$ cat config.mk
export PLATFORM = sky130hd
export DESIGN_NAME = ssrc_top
export DESIGN_NICKNAME = d
export VERILOG_FILES = /design/src/ssrc_pkg.sv /design/src/ssrc_top.sv
export SDC_FILE = /design/constraint.sdc
export NUM_CORES = 1
export LEC_CHECK = 0
export ABC_AREA = 1
export CAP_MARGIN = 20
export CORE_ASPECT_RATIO = 0.75
export CORE_UTILIZATION = 25
export DETAILED_ROUTE_END_ITERATION = 12
export DONT_BUFFER_PORTS = 1
export GPL_TIMING_DRIVEN = 1
export HOLD_SLACK_MARGIN = 0.08
export PLACE_DENSITY_LB_ADDON = 0.12
export SKIP_CTS_REPAIR_TIMING = 1
export SLEW_MARGIN = 40
export SYNTH_ARGS = -nofsm -noshare
export SYNTH_HDL_FRONTEND = slang
export SYNTH_SLANG_ARGS = --single-unit
$ cat constraint.sdc
create_clock -name ref_clk -period 11.45 [get_ports ref_clk]
set_clock_uncertainty 0.15 [all_clocks]
set_input_delay 1.7175 -clock ref_clk [delete_from_list [all_inputs] [get_ports ref_clk]]
set_output_delay 1.7175 -clock ref_clk [all_outputs]
set_load 0.02 [all_outputs]
$ cat src/ssrc_pkg.sv
/*
 * package for the single-slope ramp counter: widths, ramp scaling, fault threshold,
 * and the structs that carry the converter's inputs and ladder level.
 * assumes the analog front end is digitised into millivolt codes outside this block.
 */
package ssrc_pkg;
	// ==========================================================
	// counter and ladder
	localparam int          CNT_W          = 7;
	localparam logic [6:0]  CNT_RESET      = 7'h00;
	localparam int          LVL_W          = 16;
	// supply level in millivolts; ramp spans 3/4 down to 1/4 of it
	localparam logic [15:0] SUPPLY_MV      = 16'h1400;
	localparam logic [15:0] RAMP_TOP_MV    = 16'(SUPPLY_MV * 3 / 4);
	localparam logic [15:0] RAMP_SPAN_MV   = 16'(SUPPLY_MV / 2);
	// ==========================================================
	// fault comparator
	localparam int          FAULT_MV_INT   = 200;
	localparam logic [15:0] FAULT_MV       = 16'(FAULT_MV_INT);

	typedef struct packed {
		logic        enable;
		logic        clear;
		logic [15:0] analog_mv;
	} ssrc_in_t;

	typedef struct packed {
		logic [6:0]  count;
		logic [15:0] ladder_ramp_level;
	} ssrc_ramp_t;
endpackage : ssrc_pkg

$ cat src/ssrc_top.sv
/*
 * digital part of a 7-bit single-slope converter: counter, binary ladder sum,
 * ramp and fault comparators, gated pulse-width output.
 * assumes an external controller supplies count clock, reset and enable pins,
 * and the analog input arrives as a millivolt code in the ref_clk domain.
 */
`timescale 1ns/1ps

// Overview of operation
// - seven-bit synchronous counter driven by clock
// - counter advances on falling count clock
// - each bit adds binary-weighted ramp step
// - ramp falls three quarters to one quarter
// - reset high with enable high clears counter, ramp top
// - output high while ramp exceeds input
// - input below 200 mV forces low while enabled
// - open reset and enable read low
module ssrc_top (
	input  wire logic               ref_clk,
	input  wire logic               rst_n,
	input  wire logic               clk_en,
	input  wire logic               count_clk_pin,
	input  wire logic               clear_pin,
	input  wire logic               enable_pin,
	input  wire logic [15:0]        analog_mv,
	output      logic               pwm_out,
	output      ssrc_pkg::ssrc_ramp_t ramp
);
	// ==========================================================
	// pin synchronisers; the external count clock is sampled, not used as a clock
	logic [2:0] sync1;
	logic [2:0] sync2;
	logic       cclk_prev;
	ssrc_pkg::ssrc_in_t in_s;

	// the count clock bit resets to its idle high level so that release of reset
	// cannot look like a falling edge; clear and enable reset low like their pull-downs
	// latency: pin change reaches sync2 after two edges, count after three, ramp after four
	always_ff @(posedge ref_clk or negedge rst_n) begin
		if (!rst_n) begin
			sync1     <= 3'h4;
			sync2     <= 3'h4;
			cclk_prev <= 1'b1;
		end else if (clk_en) begin
			sync1     <= {count_clk_pin, clear_pin, enable_pin};
			sync2     <= sync1;
			cclk_prev <= sync2[2];
		end
	end

	always_comb begin
		in_s.enable    = sync2[0];
		in_s.clear     = sync2[1];
		in_s.analog_mv = analog_mv;
	end

	logic fall_edge;
	assign fall_edge = cclk_prev & ~sync2[2];

	// ==========================================================
	// counter
	logic [6:0] count;
	logic [6:0] next_count;

	always_comb begin
		next_count = count;
		if (in_s.enable && in_s.clear) begin
			next_count = ssrc_pkg::CNT_RESET;
		end else if (fall_edge) begin
			next_count = 7'(count + 7'h01);
		end
	end

	always_ff @(posedge ref_clk or negedge rst_n) begin
		if (!rst_n) begin
			count <= ssrc_pkg::CNT_RESET;
		end else if (clk_en) begin
			count <= next_count;
		end
	end

	// ==========================================================
	// ladder sum: each set bit subtracts its binary weight of span/128
	logic [22:0] weight_sum;
	logic [15:0] level;

	always_comb begin
		weight_sum = 23'h0;
		for (int b = 0; b < ssrc_pkg::CNT_W; b++) begin
			if (count[b]) begin
				weight_sum = 23'(weight_sum + (23'(ssrc_pkg::RAMP_SPAN_MV) << b));
			end
		end
		level = 16'(ssrc_pkg::RAMP_TOP_MV - 16'(weight_sum >> 7));
	end

	// ==========================================================
	// output; registered so data output comes from a flip-flop
	logic next_pwm;

	always_comb begin
		if (!in_s.enable) begin
			next_pwm = 1'b1;
		end else if (in_s.analog_mv < ssrc_pkg::FAULT_MV) begin
			next_pwm = 1'b0;
		end else begin
			next_pwm = (level > in_s.analog_mv);
		end
	end

	always_ff @(posedge ref_clk or negedge rst_n) begin
		if (!rst_n) begin
			pwm_out                <= 1'b1;
			ramp.count             <= ssrc_pkg::CNT_RESET;
			ramp.ladder_ramp_level <= ssrc_pkg::RAMP_TOP_MV;
		end else if (clk_en) begin
			pwm_out                <= next_pwm;
			ramp.count             <= count;
			ramp.ladder_ramp_level <= level;
		end
	end

	// ==========================================================
	// checks
	chk_clear_zeroes: assert property (@(posedge ref_clk) disable iff (!rst_n)
		clk_en && in_s.enable && in_s.clear |=> count == 7'h00)
		else $error("counter not cleared");
	chk_clear_gated: assert property (@(posedge ref_clk) disable iff (!rst_n)
		clk_en && !in_s.enable && !fall_edge |=> count == $past(count))
		else $error("counter moved while disabled");
	chk_count_step: assert property (@(posedge ref_clk) disable iff (!rst_n)
		clk_en && fall_edge && !(in_s.enable && in_s.clear) |=> count == 7'($past(count) + 7'h01))
		else $error("counter did not step on falling edge");
	chk_no_rise_step: assert property (@(posedge ref_clk) disable iff (!rst_n)
		clk_en && !fall_edge && !(in_s.enable && in_s.clear) |=> $stable(count))
		else $error("counter stepped without falling edge");
	chk_ramp_top: assert property (@(posedge ref_clk) disable iff (!rst_n)
		count == 7'h00 |-> level == ssrc_pkg::RAMP_TOP_MV)
		else $error("ramp not at top at zero");
	chk_ramp_step: assert property (@(posedge ref_clk) disable iff (!rst_n)
		count != 7'h00 |-> level < ssrc_pkg::RAMP_TOP_MV && level > 16'(ssrc_pkg::RAMP_TOP_MV - ssrc_pkg::RAMP_SPAN_MV))
		else $error("ramp outside span");
	chk_out_disabled: assert property (@(posedge ref_clk) disable iff (!rst_n)
		clk_en && !in_s.enable |=> pwm_out)
		else $error("output low while disabled");
	chk_out_fault: assert property (@(posedge ref_clk) disable iff (!rst_n)
		clk_en && in_s.enable && in_s.analog_mv < ssrc_pkg::FAULT_MV |=> !pwm_out)
		else $error("fault did not force low");
	chk_out_compare: assert property (@(posedge ref_clk) disable iff (!rst_n)
		clk_en && in_s.enable && in_s.analog_mv >= ssrc_pkg::FAULT_MV |=> pwm_out == $past(level > in_s.analog_mv))
		else $error("compare output wrong");

	// ==========================================================
	// freeze, mirror and ladder checks
	// clk_en low must hold every flop, including the synchronisers, or an edge
	// seen during a freeze would be counted late once the block resumes
	chk_freeze_count: assert property (@(posedge ref_clk) disable iff (!rst_n)
		!clk_en |=> $stable(count))
		else $error("counter moved while frozen");

	chk_freeze_out: assert property (@(posedge ref_clk) disable iff (!rst_n)
		!clk_en |=> $stable(pwm_out) && $stable(ramp))
		else $error("outputs moved while frozen");

	chk_freeze_sync: assert property (@(posedge ref_clk) disable iff (!rst_n)
		!clk_en |=> $stable(sync2) && $stable(cclk_prev))
		else $error("synchroniser moved while frozen");

	chk_sync_depth: assert property (@(posedge ref_clk) disable iff (!rst_n)
		clk_en |=> sync2 == $past(sync1))
		else $error("synchroniser stage skipped");

	chk_ramp_follow: assert property (@(posedge ref_clk) disable iff (!rst_n)
		clk_en |=> ramp.count == $past(count))
		else $error("ramp count not registered");

	chk_level_follow: assert property (@(posedge ref_clk) disable iff (!rst_n)
		clk_en |=> ramp.ladder_ramp_level == $past(level))
		else $error("ramp level not registered");

	chk_wrap_zero: assert property (@(posedge ref_clk) disable iff (!rst_n)
		clk_en && fall_edge && count == 7'h7f && !(in_s.enable && in_s.clear) |=> count == 7'h00)
		else $error("counter did not wrap");

	// one count must move the ramp by exactly one ladder step, never more
	chk_step_size: assert property (@(posedge ref_clk) disable iff (!rst_n)
		clk_en && fall_edge && count != 7'h7f && !(in_s.enable && in_s.clear)
		|=> 16'($past(level) - level) == 16'(ssrc_pkg::RAMP_SPAN_MV >> 7))
		else $error("ramp step size wrong");

	chk_clear_ignored: assert property (@(posedge ref_clk) disable iff (!rst_n)
		clk_en && !in_s.enable && in_s.clear && !fall_edge |=> $stable(count))
		else $error("clear acted while disabled");

	chk_clear_level: assert property (@(posedge ref_clk) disable iff (!rst_n)
		clk_en && in_s.enable && in_s.clear ##1 clk_en |=> ramp.ladder_ramp_level == ssrc_pkg::RAMP_TOP_MV)
		else $error("clear did not set ramp top");

	chk_fault_over_ramp: assert property (@(posedge ref_clk) disable iff (!rst_n)
		clk_en && in_s.enable && in_s.analog_mv < ssrc_pkg::FAULT_MV && level > in_s.analog_mv
		|=> !pwm_out)
		else $error("ramp overrode fault");

	chk_out_high_ramp: assert property (@(posedge ref_clk) disable iff (!rst_n)
		clk_en && in_s.enable && in_s.analog_mv >= ssrc_pkg::FAULT_MV && level > in_s.analog_mv
		|=> pwm_out)
		else $error("output low while ramp above input");

	chk_out_low_ramp: assert property (@(posedge ref_clk) disable iff (!rst_n)
		clk_en && in_s.enable && in_s.analog_mv >= ssrc_pkg::FAULT_MV && level <= in_s.analog_mv
		|=> !pwm_out)
		else $error("output high while input above ramp");

	cov_freeze: cover property (@(posedge ref_clk) disable iff (!rst_n) !clk_en ##1 clk_en);
	cov_wrap: cover property (@(posedge ref_clk) disable iff (!rst_n) count == 7'h7f ##1 count == 7'h00);
	cov_measure: cover property (@(posedge ref_clk) disable iff (!rst_n) in_s.enable && pwm_out ##1 !pwm_out);
	cov_fault: cover property (@(posedge ref_clk) disable iff (!rst_n) in_s.enable && in_s.analog_mv < ssrc_pkg::FAULT_MV);
	cov_clear: cover property (@(posedge ref_clk) disable iff (!rst_n) in_s.enable && in_s.clear);
endmodule : ssrc_top

==> results.yml, run 1 <==
yosys:
  yosysSeqAreaShare_pct: 36.05
  synth_area_um2: 2457
  synth_cell_types: 37
  ys.flop_type: "dfrtp_1"
  ys_async_sr_fraction_pct: 100.0
  synth_xor_area_share_pct: 1.731
  ys_seq_elements: 35
  synth-compound-area-share_pct: 8.707
  synth_edf_count: 0
  synth_top_cells_by_count: "98 x nand2_1, 43 x inv_1, 27 x dfrtp_1"
  synth_top_area_share_pct: 27.49
  syn_area_per_cell_um2: 7.469
  yosysTopAreaCell: "dfrtp_1"
  yosys_warnings: 0
  yosysMostFrequentCell: "nand2_1"
  synth_area_leaders: "dfrtp_1 27%, nand2_1 15%, ha_1 12%"
  synth_top_family_by_area: "simple AND/OR/NAND/NOR gates"
  synthAdderAreaFrac_pct: 12.22
  yosys.area_share.simple_pct: 31.62
  netlist_instances: 329
  yosys-mux-area-fraction_pct: 0
timing:
  worst_slew_pin_slew_ns: 0.5425
  rsz0062_at_grt: "false"
  slew_headroom_pct: 63.38
  final.min_clock_period_ns: 5.048
  tns_ns: 0
  setup_viol: 0
  hold_ws_ns: 0.3163
  finalCritPeriodShare_pct: 44.09
  finalMaxSlewViolations: 0
  clock.fmax_mhz: 198.1
  hold_viol: 0
floorplan:
  num_io_pins: 46
  start_util_pct: 26.40
  die_area_um2: 10230
  core_um2: 9309
  rows: 30
  die_w_um: 116.5
  die_y_um: 87.86
min_path:
  min_path_type: "reg -> reg"
critical_path:
  slowest_stage: "dfrtp_1"
  end_kind: "flip-flop"
  critical_path_class: "reg -> reg"
  crit_path_max_incr_delay_ns: 0.44
  cp_data_required_time_ns: 11.51
  worst_ep_arrival_time_ns: 5.11
  cp_max_fo: 6
  start_kind: "flip-flop"
grt:
  grt_max_degree: 36
  grt_usage_pct: 13.37
  grt_pass1_wl_um: 10100
  antenna_found_initial: 0
  first_global_vias: 2021
  grt_overflow: 0
clock_network:
  clkLatencyLatePin_ns: 0.28
  root_buffer: "clkbuf_16"
  cts_tree: "done"
  clkSlewWorstSetupHoldPaths_ns: 0.06
  cts_inserted_buffers: 5
  htreeDepth: 2
  clockBufferDepth: 2
  cts.sinks: 35
power:
  finalPower_uw: 567.0
  powerDensity_nw_per_um2: 208.6
  ir_drop_uv: 87.76
  p_leak_uw: 0.001395
cells_and_area:
  area_delta_synth_final_pct: 10.59
  final_cells: 457
  final_nets: 374
  n_antenna_cell: 0
  drive_above_1_share_pct: 11.55
routing:
  ant_nets: 0
  viasPerCell: 4.287
  drc: 0
  drt_first_pass_iters: 4
  num_vias: 1959
  drtIter0Drc: 89
  drt_wl_total_um: 6100
  post_drt_wl_per_cell_um: 13.35
flow_run:
  drv_cap: 0
status:
  outcome: "finished clean"
placement:
  port_buffers: 0
  dpl.hpwl_um: 4686
  dp_cells: 449
  place_congestion: 0.7820
==> cell families (layout without fill, tap and decap cells) <==
| group | Yosys count | count (layout) |
|---|---|---|
| compound gates | 40 | 40 |
| xor+xnor | 4 | 4 |
| fa+ha+maj | 24 | 24 |
| buf+inv | 56 | 55 |
| flops | 35 | 35 |
| other cells | 1 | 2 |
| simple gates | 169 | 169 |
==> layout make-up <==
| cell class | instances | area [µm²] |
|---|---|---|
| clock inverter | 1 | 5.005 |
| sequential | 35 | 885.9 |
| tap | 128 | 160.2 |
| clock buffer | 7 | 142.6 |
| multi-input combinational | 239 | 1341 |
| timing repair buffer | 1 | 7.507 |
| fill | 1048 | 6591 |
| inverter | 46 | 175.2 |
==> registers in the layout, indices dropped and copies added, names as in the netlist <==
register   count
count          7
sync1          3
ramp          20
cclk_prev      1
pwm_out        1
sync2          3
==> where the power goes <==
| group | total, µW | switching, µW | internal, µW |
|---|---|---|---|
| clock network | 140 | 53.3 | 86.3 |
| logic | 221 | 137 | 83.1 |
| registers | 207 | 52.5 | 154 |
| total | 567 | 243 | 324 |
==> metal layers <==
metal  part of all wire, %  track usage (%)  up-vias
met5                     0                0        -
met3                   6.7            5.329        7
met4                  0.90            3.963        0
met1                    52            18.14      873
met2                    40            19.37       33
li1                      -                -     1046
==> critical path: cells and delay by family (launching register included) <==
kind,cells,cell delay (ns)
adder cells (fa/ha/maj),7,1.81
AND/OR/NAND/NOR,16,1.72
AO/OA/AOI/OAI,3,0.46
flip-flops,1,0.44
buffers and inverters,3,0.22
XOR/XNOR,1,0.15
==> final timing paths <==
path	from	endpoint	slack, ns	cells after the start
min reg2reg	sync1[2]	sync1[2]	0.32	2
max in group asynchronous	rst_n	ramp[8]	10.00	0
min in group asynchronous	rst_n	sync1[1]	0.97	0
max	count[0]	pwm_out	6.40	30
min	sync1[2]	sync1[2]	0.32	2
max reg2reg	count[0]	pwm_out	6.40	30
==> through the flow <==
stage | setup WS [ns] | util (%) | cell area, µm²
floorplan | 6.879 | - | 2461
global placement | 6.567 | 27.61 | 2570
detailed placement | 6.413 | 27.61 | 2570
CTS | 6.379 | 29.19 | 2718
global route | 5.815 | 29.19 | 2718
finish | 6.402 | 29.19 | 2718
==> cells in the final DEF (no fill, tap or decap), types with 2 or more instances in the layout <==
master	n
nand2_1	98
inv_1	43
dfrtp_1	27
ha_1	24
o21ai_0	23
nor2_1	18
nand3_1	15
nand2_2	10
a21oi_1	9
dfstp_2	8
nor3_1	5
clkbuf_16	5
nor2_4	4
nand4_1	4
nor4_1	4
nand2_4	2
o21ai_1	2
o211ai_1	2
or2_2	2
nand3b_1	2
xor2_1	2
a31oi_1	2
nor3b_1	2
conb_1	2
No activity file was read; power rests on OpenSTA's default activity.
==> run 2: changes to the inputs <==
==> constraint.sdc (replaced) <==
create_clock -name ref_clk -period 5.14 [get_ports ref_clk]
set_clock_uncertainty 0.15 [all_clocks]
set_input_delay 0.771 -clock ref_clk [delete_from_list [all_inputs] [get_ports ref_clk]]
set_output_delay 0.771 -clock ref_clk [all_outputs]
set_load 0.02 [all_outputs]
==> run 2 against run 1 <==
- sequential share of layout area fell by 1.5 points
- total power rose by 150%
- via count is 2.1% higher
- fmax grew 7.8%
- non-clock buffer count increased by 4
- register-to-register slack got worse by 5.9 ns
- setup slack worse by 5.9 ns
- combinational power increased by 140%
- die area did not move
- clock power grew to 2.9 times the previous value
- first-iteration DRC count fell by 27%
- utilization rose by 1.4 points
- critical endpoint unchanged
- largest cell class unchanged
- largest power group unchanged
- highest routed layer unchanged
==> results.yml, run 2 (synthesis gave the netlist of run 1 again) <==
status:
  outcome: "finished clean"
critical_path:
  reg2reg_from: "count[1]"
  end_kind: "flip-flop"
  slowest_stage: "dfrtp_1"
  start_kind: "flip-flop"
  crit_start: "count[1]"
  critPathBufInv: 3
  cp_max_fo: 4
  crit_family: "adder cells"
  crit_top_cell: "nand2_1"
  crit_path_max_incr_delay_ns: 0.41
  cp_data_required_time_ns: 5.19
  critical_path_class: "reg -> reg"
  worst_ep_arrival_time_ns: 4.74
routing:
  drtIter0Drc: 65
  viasPerCell: 4.341
  ant_nets: 0
  drt_wl_total_um: 6197
  post_drt_wl_per_cell_um: 13.44
  drt_first_pass_iters: 4
  drc: 0
  num_vias: 2001
grt:
  grt_max_degree: 36
  grt_overflow: 0
  grt_usage_pct: 12.74
  antenna_found_initial: 0
  first_global_vias: 1935
  grt_pass1_wl_um: 9604
min_path:
  min_path_type: "in -> async"
floorplan:
  die_w_um: 116.5
  rows: 30
  die_y_um: 87.86
  num_io_pins: 46
  core_um2: 9309
  die_area_um2: 10230
  start_util_pct: 26.40
clock_network:
  root_buffer: "clkbuf_16"
  clkLatencyLatePin_ns: 0.28
  clockBufferDepth: 2
  clkSlewWorstSetupHoldPaths_ns: 0.06
  htreeDepth: 2
  cts.sinks: 35
  cts_inserted_buffers: 5
  cts_tree: "done"
placement:
  dpl.hpwl_um: 4669
  dpl-instance-area_um2: 2570
  port_buffers: 0
  place_congestion: 0.7717
timing:
  worst_slew_pin_slew_ns: 0.6847
  slew_headroom_pct: 53.77
  clock.fmax_mhz: 213.6
  final.min_clock_period_ns: 4.681
  rsz0062_at_grt: "false"
  setup_viol: 0
  finalMaxSlewViolations: 0
  finalCritPeriodShare_pct: 91.07
  hold_ws_ns: 0.1615
  hold_viol: 0
  tns_ns: 0
cells_and_area:
  drive_above_1_share_pct: 16.52
  final_nets: 378
  nFillCells: 1054
  final_area_um2: 2851
  layout_commonest_cell: "nand2_1"
  reg.largest.list: "ramp (20), count (7)"
  largest_register: "ramp"
  area_delta_synth_final_pct: 16.04
  largest_reg_flops: 20
  n_antenna_cell: 0
  final_cell_mix: "96 x nand2_1, 41 x inv_1, 26 x dfrtp_1"
  utilization_pct: 30.63
power:
  p_leak_uw: 0.001434
  finalPower_uw: 1403
  ir_drop_uv: 145.6
  powerDensity_nw_per_um2: 492.2
flow_run:
  drv_cap: 0
run 2: changes by cell type in the layout (fill, tap and decap cells not counted), sizes merged:
cell / before / now
clkinvlp: 0 / 1
bufinv: 0 / 2
clkbuf: 7 / 5
clkinv: 2 / 1
buf: 1 / 5
run 2: cell type report:
cell class,count,area (µm²),area share (%)
clock buffer,5,125.1,4.388
clock inverter,3,67.56,2.369
inverter,46,175.2,6.143
multi-input combinational,239,1386,48.62
sequential,35,887.1,31.11
tap,128,160.2,5.617
timing repair buffer,5,50.05,1.755
run 2: report_power, final:
part	leakage, µW	internal [µW]	total, µW	switching (µW)
sequential	0.000434	344	463	118
clock	0.0000900	278	400	122
combinational	0.000909	217	540	323
total	0.00143	839	1400	564
run 2: through the flow:
step | std cells | worst slack [ns]
2_1_floorplan | 330 | 0.5689
3_3_place_gp | 449 | 0.2725
3_5_place_dp | 449 | 0.08503
4_1_cts | 457 | 0.03805
5_1_grt | 461 | 0.04203
6_report | 461 | 0.4589
run 2: path summary, 6_finish.rpt:
| check | to | slack (ns) | depth (start not counted) |
|---|---|---|---|
| worst max-delay path | pwm_out | 0.46 | 30 |
| worst min-delay path | sync1[0] | 0.16 | 1 |
| worst max register to register | pwm_out | 0.46 | 30 |
| worst min register to register | sync1[2] | 0.31 | 2 |
| max in group asynchronous | count[0] | 4.50 | 1 |
| min in group ref_clk | sync1[2] | 0.31 | 2 |
run 2: layer usage:
layer / up-vias / global-route usage [%] / part of all wire [%]
met5: - / 0 / 0
met2: 28 / 18.83 / 41
met3: 4 / 4.221 / 4.9
met4: 0 / 3.846 / 0.58
met1: 917 / 17.50 / 53
li1: 1052 / - / -
